$ cat src/logic/amss_cfg.svh
`ifndef AMSS_CFG_SVH
`define AMSS_CFG_SVH

// number of chip-select spaces, each with its own timing set
`define AMSS_SPACES 4
`define AMSS_SPACE_W 2
// programmed count field widths
`define AMSS_SETUP_W 4
`define AMSS_STROBE_W 6
`define AMSS_HOLD_W 3
// common down-counter width, wide enough for the strobe field
`define AMSS_CNT_W 6
// external bus widths
`define AMSS_ADDR_HI 21
`define AMSS_ADDR_LO 2
`define AMSS_DATA_W 32
`define AMSS_BE_W 4
// timing set loaded into every space at reset
`define AMSS_RST_SETUP 4'hf
`define AMSS_RST_STROBE 6'h3f
`define AMSS_RST_HOLD 3'h3
// counter constants
`define AMSS_CNT_ONE 6'h01
`define AMSS_CNT_ZERO 6'h00
// idle level of the wait-release synchroniser
`define AMSS_RDY_IDLE 3'h7

`endif

$ cat src/logic/amss_pkg.sv
`include "amss_cfg.svh"

package amss_pkg;

  // one timing set per chip-select space
  typedef struct packed {
    logic [`AMSS_SETUP_W-1:0] rd_setup;
    logic [`AMSS_STROBE_W-1:0] rd_strobe;
    logic [`AMSS_HOLD_W-1:0] rd_hold;
    logic [`AMSS_SETUP_W-1:0] wr_setup;
    logic [`AMSS_STROBE_W-1:0] wr_strobe;
    logic [`AMSS_HOLD_W-1:0] wr_hold;
  } amss_timing_t;

  // one access request from the controller core
  typedef struct packed {
    logic write;
    logic [`AMSS_SPACE_W-1:0] space;
    logic [`AMSS_ADDR_HI:`AMSS_ADDR_LO] addr;
    logic [`AMSS_BE_W-1:0] byte_en;
    logic [`AMSS_DATA_W-1:0] wdata;
  } amss_req_t;

  typedef enum logic [2:0] {
    AMSS_IDLE = 3'b000,
    AMSS_LOAD = 3'b001,
    AMSS_SETUP = 3'b010,
    AMSS_STROBE = 3'b011,
    AMSS_EXTEND = 3'b100,
    AMSS_HOLD = 3'b101
  } amss_state_t;

endpackage : amss_pkg

$ cat src/logic/amss_timing_mem.sv
`timescale 1ns/10ps
`include "amss_cfg.svh"

module amss_timing_mem (
  input wire logic clk_sys,
  input wire logic sys_rst,
  input wire logic cfg_we,
  input wire logic [`AMSS_SPACE_W-1:0] cfg_space,
  input wire amss_pkg::amss_timing_t cfg_timing,
  input wire logic [`AMSS_SPACE_W-1:0] rd_space,
  output amss_pkg::amss_timing_t rd_timing
);

  localparam amss_pkg::amss_timing_t RST_SET = '{rd_setup: `AMSS_RST_SETUP, rd_strobe: `AMSS_RST_STROBE,
    rd_hold: `AMSS_RST_HOLD, wr_setup: `AMSS_RST_SETUP, wr_strobe: `AMSS_RST_STROBE, wr_hold: `AMSS_RST_HOLD};

  amss_pkg::amss_timing_t mem_q [`AMSS_SPACES];
  amss_pkg::amss_timing_t mem_d [`AMSS_SPACES];
  amss_pkg::amss_timing_t rd_d;

  // per-space write port; longest setup and strobe after reset, hold at 3 of a possible 7
  always_comb begin
    for (int i = 0; i < `AMSS_SPACES; i++) begin
      mem_d[i] = mem_q[i];
    end
    if (cfg_we) begin
      mem_d[cfg_space] = cfg_timing;
    end
    rd_d = mem_q[rd_space];
  end

  // read data leave through a register, one cycle after the address
  always_ff @(posedge clk_sys or posedge sys_rst) begin
    if (sys_rst) begin
      for (int i = 0; i < `AMSS_SPACES; i++) begin
        mem_q[i] <= RST_SET;
      end
      rd_timing <= RST_SET;
    end else begin
      for (int i = 0; i < `AMSS_SPACES; i++) begin
        mem_q[i] <= mem_d[i];
      end
      rd_timing <= rd_d;
    end
  end

endmodule : amss_timing_mem

$ cat src/logic/amss_sequencer.sv
//Contract
//- read selects valid setup cycles before strobe
//- read strobe low exactly strobe count cycles
//- read selects held hold cycles after strobe
//- write selects and data valid setup cycles
//- write strobe low exactly strobe count cycles
//- write selects and data held hold cycles
//- wait-release input synchronised, one cycle slack
//- read strobe rises 3 to 4 cycles after release
//- write strobe rises 3 to 4 cycles after release
//- selects: chip select, lanes, address, enable, data
//- chip select may linger after hold ends
//- six counts kept per chip-select space
`timescale 1ns/10ps
`include "amss_cfg.svh"

module amss_sequencer (
  input wire logic clk_sys,
  input wire logic sys_rst,
  input wire logic cfg_we,
  input wire logic [`AMSS_SPACE_W-1:0] cfg_space,
  input wire amss_pkg::amss_timing_t cfg_timing,
  input wire logic req_valid,
  input wire amss_pkg::amss_req_t req,
  output logic req_ready,
  output logic rsp_valid,
  output logic [`AMSS_DATA_W-1:0] rsp_rdata,
  output logic [`AMSS_SPACES-1:0] chip_select_n,
  output logic [`AMSS_BE_W-1:0] byte_lane_enable_n,
  output logic [`AMSS_ADDR_HI:`AMSS_ADDR_LO] ext_addr,
  output logic output_enable_n,
  output logic read_strobe_n,
  output logic write_strobe_n,
  output logic [`AMSS_DATA_W-1:0] ext_data_out,
  output logic ext_data_oe,
  input wire logic [`AMSS_DATA_W-1:0] ext_data_in,
  input wire logic strobe_extend_in
);

  // a zero count still gives one cycle of the phase
  function automatic logic [`AMSS_CNT_W-1:0] amss_min1(input logic [`AMSS_CNT_W-1:0] v);
    amss_min1 = (v == `AMSS_CNT_ZERO) ? `AMSS_CNT_ONE : v;
  endfunction : amss_min1

  amss_pkg::amss_state_t state_q, state_d;
  amss_pkg::amss_req_t op_q, op_d;
  amss_pkg::amss_timing_t tim;
  logic [`AMSS_CNT_W-1:0] cnt_q, cnt_d;
  logic [`AMSS_DATA_W-1:0] rdata_d;
  logic rsp_d;
  logic [2:0] sync_q, sync_d;
  logic rdy_hold_q, rdy_hold_d;
  logic rdy_eff;
  logic [`AMSS_CNT_W-1:0] hold_cnt;
  logic [`AMSS_SPACES-1:0] cs_d;
  logic [`AMSS_BE_W-1:0] be_d;
  logic [`AMSS_ADDR_HI:`AMSS_ADDR_LO] addr_d;
  logic oe_n_d, rd_n_d, wr_n_d, data_oe_d, ready_d;
  logic [`AMSS_DATA_W-1:0] wdata_d;
  logic active_d;
  logic [`AMSS_SPACE_W-1:0] tim_space;

  // timing set follows the running op; req may move once it has been taken
  always_comb begin
    tim_space = (state_q == amss_pkg::AMSS_IDLE) ? req.space : op_q.space;
  end

  amss_timing_mem u_timing_mem (
    .clk_sys(clk_sys),
    .sys_rst(sys_rst),
    .cfg_we(cfg_we),
    .cfg_space(cfg_space),
    .cfg_timing(cfg_timing),
    .rd_space(tim_space),
    .rd_timing(tim)
  );

  // three-stage synchroniser; the level counts once stages two and three agree
  always_comb begin
    sync_d = {sync_q[1:0], strobe_extend_in};
    rdy_eff = (sync_q[1] == sync_q[2]) ? sync_q[2] : rdy_hold_q;
    rdy_hold_d = rdy_eff;
  end

  always_ff @(posedge clk_sys or posedge sys_rst) begin
    if (sys_rst) begin
      sync_q <= `AMSS_RDY_IDLE;
      rdy_hold_q <= 1'b1;
    end else begin
      sync_q <= sync_d;
      rdy_hold_q <= rdy_hold_d;
    end
  end

  // hold count of the running op, zero skips the hold phase
  always_comb begin
    if (op_q.write) begin
      hold_cnt = {{(`AMSS_CNT_W-`AMSS_HOLD_W){1'b0}}, tim.wr_hold};
    end else begin
      hold_cnt = {{(`AMSS_CNT_W-`AMSS_HOLD_W){1'b0}}, tim.rd_hold};
    end
  end

  // phase sequencer; the timing set stays on the memory output during the op
  always_comb begin
    state_d = state_q;
    cnt_d = cnt_q;
    op_d = op_q;
    rdata_d = rsp_rdata;
    rsp_d = 1'b0;
    case (state_q)
      amss_pkg::AMSS_IDLE: begin
        if (req_valid) begin
          op_d = req;
          state_d = amss_pkg::AMSS_LOAD;
        end
      end
      amss_pkg::AMSS_LOAD: begin
        state_d = amss_pkg::AMSS_SETUP;
        if (op_q.write) begin
          cnt_d = amss_min1({{(`AMSS_CNT_W-`AMSS_SETUP_W){1'b0}}, tim.wr_setup});
        end else begin
          cnt_d = amss_min1({{(`AMSS_CNT_W-`AMSS_SETUP_W){1'b0}}, tim.rd_setup});
        end
      end
      amss_pkg::AMSS_SETUP: begin
        if (cnt_q == `AMSS_CNT_ONE) begin
          state_d = amss_pkg::AMSS_STROBE;
          cnt_d = amss_min1(op_q.write ? tim.wr_strobe : tim.rd_strobe);
        end else begin
          cnt_d = cnt_q - `AMSS_CNT_ONE;
        end
      end
      amss_pkg::AMSS_STROBE, amss_pkg::AMSS_EXTEND: begin
        if (state_q == amss_pkg::AMSS_STROBE && cnt_q != `AMSS_CNT_ONE) begin
          cnt_d = cnt_q - `AMSS_CNT_ONE;
        end else if (!rdy_eff) begin
          // low at the last strobe cycle stretches it; relies on partner timing
          state_d = amss_pkg::AMSS_EXTEND;
        end else begin
          // release seen: strobe rises at this edge, 3 to 4 cycles after the pin
          rsp_d = 1'b1;
          if (!op_q.write) begin
            rdata_d = ext_data_in;
          end
          cnt_d = hold_cnt;
          state_d = (hold_cnt == `AMSS_CNT_ZERO) ? amss_pkg::AMSS_IDLE : amss_pkg::AMSS_HOLD;
        end
      end
      amss_pkg::AMSS_HOLD: begin
        if (cnt_q == `AMSS_CNT_ONE) begin
          state_d = amss_pkg::AMSS_IDLE;
        end else begin
          cnt_d = cnt_q - `AMSS_CNT_ONE;
        end
      end
      default: begin
        state_d = amss_pkg::AMSS_IDLE;
      end
    endcase
  end

  // pin levels from the next state, so every output leaves a flip-flop
  always_comb begin
    active_d = (state_d == amss_pkg::AMSS_SETUP) || (state_d == amss_pkg::AMSS_STROBE) ||
      (state_d == amss_pkg::AMSS_EXTEND) || (state_d == amss_pkg::AMSS_HOLD);
    cs_d = {`AMSS_SPACES{1'b1}};
    if (active_d) begin
      cs_d[op_d.space] = 1'b0;
    end
    // address keeps its last value when idle; chip select, lanes and enables release
    addr_d = op_d.addr;
    be_d = active_d ? ~op_d.byte_en : {`AMSS_BE_W{1'b1}};
    oe_n_d = !(active_d && !op_d.write);
    rd_n_d = !(!op_d.write && ((state_d == amss_pkg::AMSS_STROBE) || (state_d == amss_pkg::AMSS_EXTEND)));
    wr_n_d = !(op_d.write && ((state_d == amss_pkg::AMSS_STROBE) || (state_d == amss_pkg::AMSS_EXTEND)));
    data_oe_d = active_d && op_d.write;
    wdata_d = op_d.wdata;
    ready_d = (state_d == amss_pkg::AMSS_IDLE);
  end

  // chip select rises with the hold end, well inside the allowed linger
  always_ff @(posedge clk_sys or posedge sys_rst) begin
    if (sys_rst) begin
      state_q <= amss_pkg::AMSS_IDLE;
      cnt_q <= `AMSS_CNT_ZERO;
      op_q <= '0;
      rsp_valid <= 1'b0;
      rsp_rdata <= '0;
      req_ready <= 1'b1;
      chip_select_n <= {`AMSS_SPACES{1'b1}};
      byte_lane_enable_n <= {`AMSS_BE_W{1'b1}};
      ext_addr <= '0;
      output_enable_n <= 1'b1;
      read_strobe_n <= 1'b1;
      write_strobe_n <= 1'b1;
      ext_data_out <= '0;
      ext_data_oe <= 1'b0;
    end else begin
      state_q <= state_d;
      cnt_q <= cnt_d;
      op_q <= op_d;
      rsp_valid <= rsp_d;
      rsp_rdata <= rdata_d;
      req_ready <= ready_d;
      chip_select_n <= cs_d;
      byte_lane_enable_n <= be_d;
      ext_addr <= addr_d;
      output_enable_n <= oe_n_d;
      read_strobe_n <= rd_n_d;
      write_strobe_n <= wr_n_d;
      ext_data_out <= wdata_d;
      ext_data_oe <= data_oe_d;
    end
  end

endmodule : amss_sequencer

$ cat config.mk
export PLATFORM = sky130hd
export DESIGN_NAME = amss_sequencer
export DESIGN_NICKNAME = d
export VERILOG_FILES = /design/src/logic/amss_pkg.sv /design/src/logic/amss_timing_mem.sv /design/src/logic/amss_sequencer.sv
export VERILOG_INCLUDE_DIRS = /design/src /design/src/logic
export SDC_FILE = /design/constraint.sdc
export NUM_CORES = 1
export LEC_CHECK = 0
export ABC_AREA = 1
export BUFFER_PORTS_ARGS = -buffer_cell sky130_fd_sc_hd__buf_2
export CAP_MARGIN = 25
export CELL_PAD_IN_SITES_DETAIL_PLACEMENT = 1
export CELL_PAD_IN_SITES_GLOBAL_PLACEMENT = 2
export CORE_ASPECT_RATIO = 0.6
export CORE_MARGIN = 2
export CORE_UTILIZATION = 35
export CTS_BUF_LIST = sky130_fd_sc_hd__clkbuf_8 sky130_fd_sc_hd__clkbuf_16
export DETAILED_ROUTE_END_ITERATION = 10
export PLACE_DENSITY_LB_ADDON = 0.1
export SETUP_SLACK_MARGIN = 0.5
export SYNTH_ARGS = -nofsm -noshare
export SYNTH_HDL_FRONTEND = slang
export SYNTH_SLANG_ARGS = --single-unit
$ cat constraint.sdc
create_clock -name clk_sys -period 16.1 [get_ports clk_sys]
set_input_delay 1.61 -clock clk_sys [delete_from_list [all_inputs] [get_ports clk_sys]]
set_output_delay 1.61 -clock clk_sys [all_outputs]
set_load 0.1 [all_outputs]
==> Word-level counts from Yosys, hierarchy flattened <==
Cells that the tools add are included.
{ "word_totals": {"regBits": 248, "input_bits": 124, "output_inout_bits": 98, "elab_cells": 135} }
{ "op_classes": {"add_sub_neg": 1, "magnitude_cmp": 5, "eq_ne": 14, "n_mux": 35, "bitwise_logic": 6, "n_reduce_logical": 26} }
{ "ops": {"columns": ["cell", "n"], "rows": [
  ["59-bit 2-to-1 mux", 2],
  ["104-bit bitwise mux", 1],
  ["26-bit 2-to-1 mux", 3],
  ["26-bit binary-select mux with 2-bit select", 1],
  ["26-bit demux with 2-bit select", 1],
  ["6-bit 2-to-1 mux", 6],
  ["6-bit case mux with 4 select lines", 1],
  ["3-bit 2-to-1 mux", 7],
  ["4-bit 2-to-1 mux", 5],
  ["3-bit case mux with 5 select lines", 1],
  ["3-bit by 2-bit == test with 1-bit output (second input constant)", 4],
  ["3-bit == test (second input constant)", 4],
  ["6-bit zero test", 2],
  ["4-bit zero test", 2],
  ["4-bit inverter", 2],
  ["1-bit logical AND", 7],
  ["6-bit by 1-bit == test with 1-bit output (second input constant)", 1],
  ["3-bit greater-or-equal comparator (second input constant)", 2],
  ["3-bit zero test", 2],
  ["6-bit by 1-bit != test with 1-bit output (second input constant)", 1],
  ["2-bit inverter with 3-bit output", 2],
  ["6-bit by 1-bit subtractor with 6-bit output (second input constant)", 1],
  ["1-bit 2-to-1 mux", 5],
  ["1-bit zero test", 4],
  ["other kinds (16)", 20]
]} }

==> Depth between registers and ports, before layout <==
{ "logic_depth": {"word_depth": 12, "ltp_mapped": 11, "depth_no_buf": 10} }

==> Modules after synthesis <==
From an unflattened synthesis, not the netlist that was laid out.
{ "unflattened": {"hier_cells": 1449, "area_unflattened_um2": 11974.0} }
{ "modules_own_cells": {"columns": ["mod", "instances", "cells_each", "area_per_inst_um2", "seq_area_each_um2"], "rows": [
  ["amss_timing_mem", 1, 786, 6398.6, 3403.3],
  ["amss_sequencer", 1, 663, 5575.3, 2972.9]
]} }

==> Least setup slack after synthesis <==
OpenSTA, ideal clock, no wires.
{ "synth_timing": {"path_kind": "in2reg", "start": "input port req[56] (netlist name)", "end": "register u_timing_mem.rd_timing[15] (netlist name)", "setup_ns": 0.122, "arrival_time_ns": 2.405, "required_time_ns": 15.978, "setup_slack_ns": 13.574, "cell_stages": 7, "path_cell_list": "inv_1 o21ai_2 inv_2 clkbuf_1 nand2_1 nand2_1 o2bb2ai_1"} }
{ "synth_rtl": {"columns": ["item", "line", "text"], "rows": [
  ["start, declared", "amss_sequencer.sv:24", "input wire amss_pkg::amss_req_t req,"],
  ["end signal, assigned", "amss_timing_mem.sv:43", "rd_timing <= rd_d;"],
  ["end, declared", "amss_timing_mem.sv:11", "output amss_pkg::amss_timing_t rd_timing"]
]} }

==> Final worst setup path <==
{ "layout_timing": {"start": "register read_strobe_n", "end": "output port read_strobe_n"} }
{ "layout_rtl": {"columns": ["item", "line", "text"], "rows": [
  ["start, declared", "amss_sequencer.sv:32", "output logic read_strobe_n,"],
  ["start signal, assigned", "amss_sequencer.sv:210", "read_strobe_n <= rd_n_d;"]
]} }
No word-level cell between the ends.

==> impl_metrics.tcl <==
set metrics [dict create \
    fin_tns_setup_ns 0 \
    max_freq_mhz 323 \
    setup_ws_ns 13.00 \
    first_iter_violations 432 \
    synth_ff_type "dfstp_2" \
    die_w_um 230 \
    pin_count 222 \
    syn_nets 1351 \
    synth_xor_area_share_pct 0.244 \
    drv_cap 0 \
    fin_nets 1506 \
    rsz0062_at_grt "false" \
    status "finished, final reports clean" \
    holdCritPathClass "reg -> reg" \
    synth_top_family_by_area "simple AND/OR/NAND/NOR gates" \
    start_util_pct 35.8 \
    grt_pass1_wl_um 48500 \
    crit_chain "buf_2" \
    finalClockSkew_ns 0.0301 \
    critPathBufInv 1 \
    wl_um 30100 \
    syn_inst 1225 \
    cts_root_buf "clkbuf_16" \
    dr.max_layer_used "met5" \
    via_per_inst 4.60 \
    drive_gt1_share_pct 30.4 \
    synthAdderAreaFrac_pct 0.232 \
    clk_pin_slew_ns 0.06 \
    first_pass_iters 4 \
    postCtsHoldBufs 0 \
    clock-sinks 248 \
    wl_met1_um 14800 \
    multi_input_area_um2 3430 \
    cp-start-kind "register" \
    ant_nets 0 \
    syn-mean-instance-area_um2 8.79 \
    min_period_over_period_pct 19.2 \
    port_buffers 221 \
    die_area_um2 32200 \
    synth_compound_area_share_pct 10.9 \
    ys_warn_count 0 \
    reg2reg_slack_ns 13.60 \
    post-cts-setup-buffers 0 \
    clock_latency_ns 0.55 \
    synth_seq_cells 248 \
    drc 0 \
    cts_made_buffers 26 \
    muxShareOfSynthArea_pct 0 \
    clock_path_buffers 3 \
    htreeDepth 1 \
    syn_area_um2 10800 \
    place.gp.congestion 0.745 \
    grt_max_degree 145 \
    synthArstFlopShare_pct 100 \
    drt-wirelength-per-cell_um 16.6 \
    slowest_stage "dfstp_2" \
    dr_total_vias 8323 \
    coreArea_um2 30100 \
    pre_cts_ws_ns 12.51 \
    cpLargestDelayFamily "flip-flops" \
    critPathKind "reg -> out" \
    grt_usage_pct 19.0 \
    rows 49 \
    crit_required_ns 14.49 \
    finalCriticalPeriod_ns 3.10 \
    slew_violations 0 \
    cts_resized 0 \
    ys_types 31 \
    cts_tree "built" \
    tightest_slew_ns 0.733 \
    slowest_delay_ns 0.52 \
    cp-end-kind "output pin" \
    grt_pass1_vias 8716 \
    hold_viol_final 0 \
    area_delta_synth_final_pct 18.5 \
    grt_overflow 0 \
    relSlewSlack_pct 51.1 \
    wl_met3_um 1600 \
    wl_met2_um 13200 \
    antenna_found_initial 4 \
    hpwl_um 20000 \
    setup_viol 0 \
    die_h_um 140 \
    arrival_ns 1.49 \
    ys_seq_area_share_pct 59.2 \
    fillers 3576 \
    synth-simple-area-share_pct 20.1 \
    ff_latch_area_um2 6380 \
    crit_fanout 1 \
    synth_edf_count 0 \
]
[Yosys cell counts (all sizes together) (2+ instances only)]
cell type	instances	area (um^2)
nor3	2	21.3
o21ai	177	890
o2bb2ai	26	228
inv	98	368
a21oi	5	28.8
clkbuf	42	161
buf	65	463
dfstp	136	3570
ha	2	25.0
nor2	51	204
dfrtp	112	2800
xor2	3	26.3
nand3	24	133
nand2	475	1790
o21a	2	15.0
[logic make-up after synthesis]
kind of cell,after synthesis
xor gates and xnor gates,3
AOI/OAI and AO/OA,212
adders and majority gates,2
DFF,248
and+or+nand+nor,554
buffers and inverters,206
[per-layer routing]
metal | vias up | track usage, %
li1 | 4103 | -
met1 | 4044 | 27.4
met2 | 130 | 28.9
met3 | 42 | 4.84
met4 | 4 | 3.70
met5 | - | 0
[state kept, by name, summed over array words and instances, names as in the netlist, 3 cells and up]
register	flops
byte_lane_enable_n	4
chip_select_n	4
cnt_q	6
op_q	59
rsp_rdata	32
state_q	3
sync_q	3
u_timing_mem.mem_q	104
u_timing_mem.rd_timing	26
[metrics by stage]
step	area, um^2	utilization (%)	hold slack (ns)	std cells
after detailed placement	11900	39.5	0.352	1757
after global routing	12800	42.4	0.366	1808
after floorplan	10800	-	0.345	1225
after global placement	11900	39.4	0.348	1755
final	12800	42.4	0.360	1810
after CTS	12700	42.1	0.361	1805
[final timing paths]
check / start / to / cells past startpoint
worst min-delay path: sync_q[0] / sync_q[1] / 0
min in group asynchronous: sys_rst / op_q[22] / 2
worst max register to register: state_q[0] / read_strobe_n / 12
worst max-delay path: read_strobe_n / read_strobe_n / 1
worst min register to register: sync_q[0] / sync_q[1] / 0
max in group asynchronous: sys_rst / op_q[11] / 4
[final cells by class]
type,instances,area share (%)
Antenna cell,2,0.0392
Clock buffer,28,5.40
Clock inverter,20,0.775
Inverter,99,2.97
Multi-Input combinational cell,771,26.9
Sequential cell,248,50.0
Tap cell,408,4.00
Timing Repair Buffer,234,9.98
[cells in the final DEF (no fill, tap or decap), types with 7 or more instances in the layout]
cell / instances
buf_2: 221
clkinv_2: 7
clkbuf_16: 27
nor2_1: 48
dfstp_2: 136
buf_4: 8
o2bb2ai_1: 26
dfrtp_1: 112
nand2_1: 471
nand3_1: 19
inv_1: 105
o21ai_0: 175
Power is not shown: default switching activity piles up to over one toggle a cycle in this logic, so the estimate is an artifact.
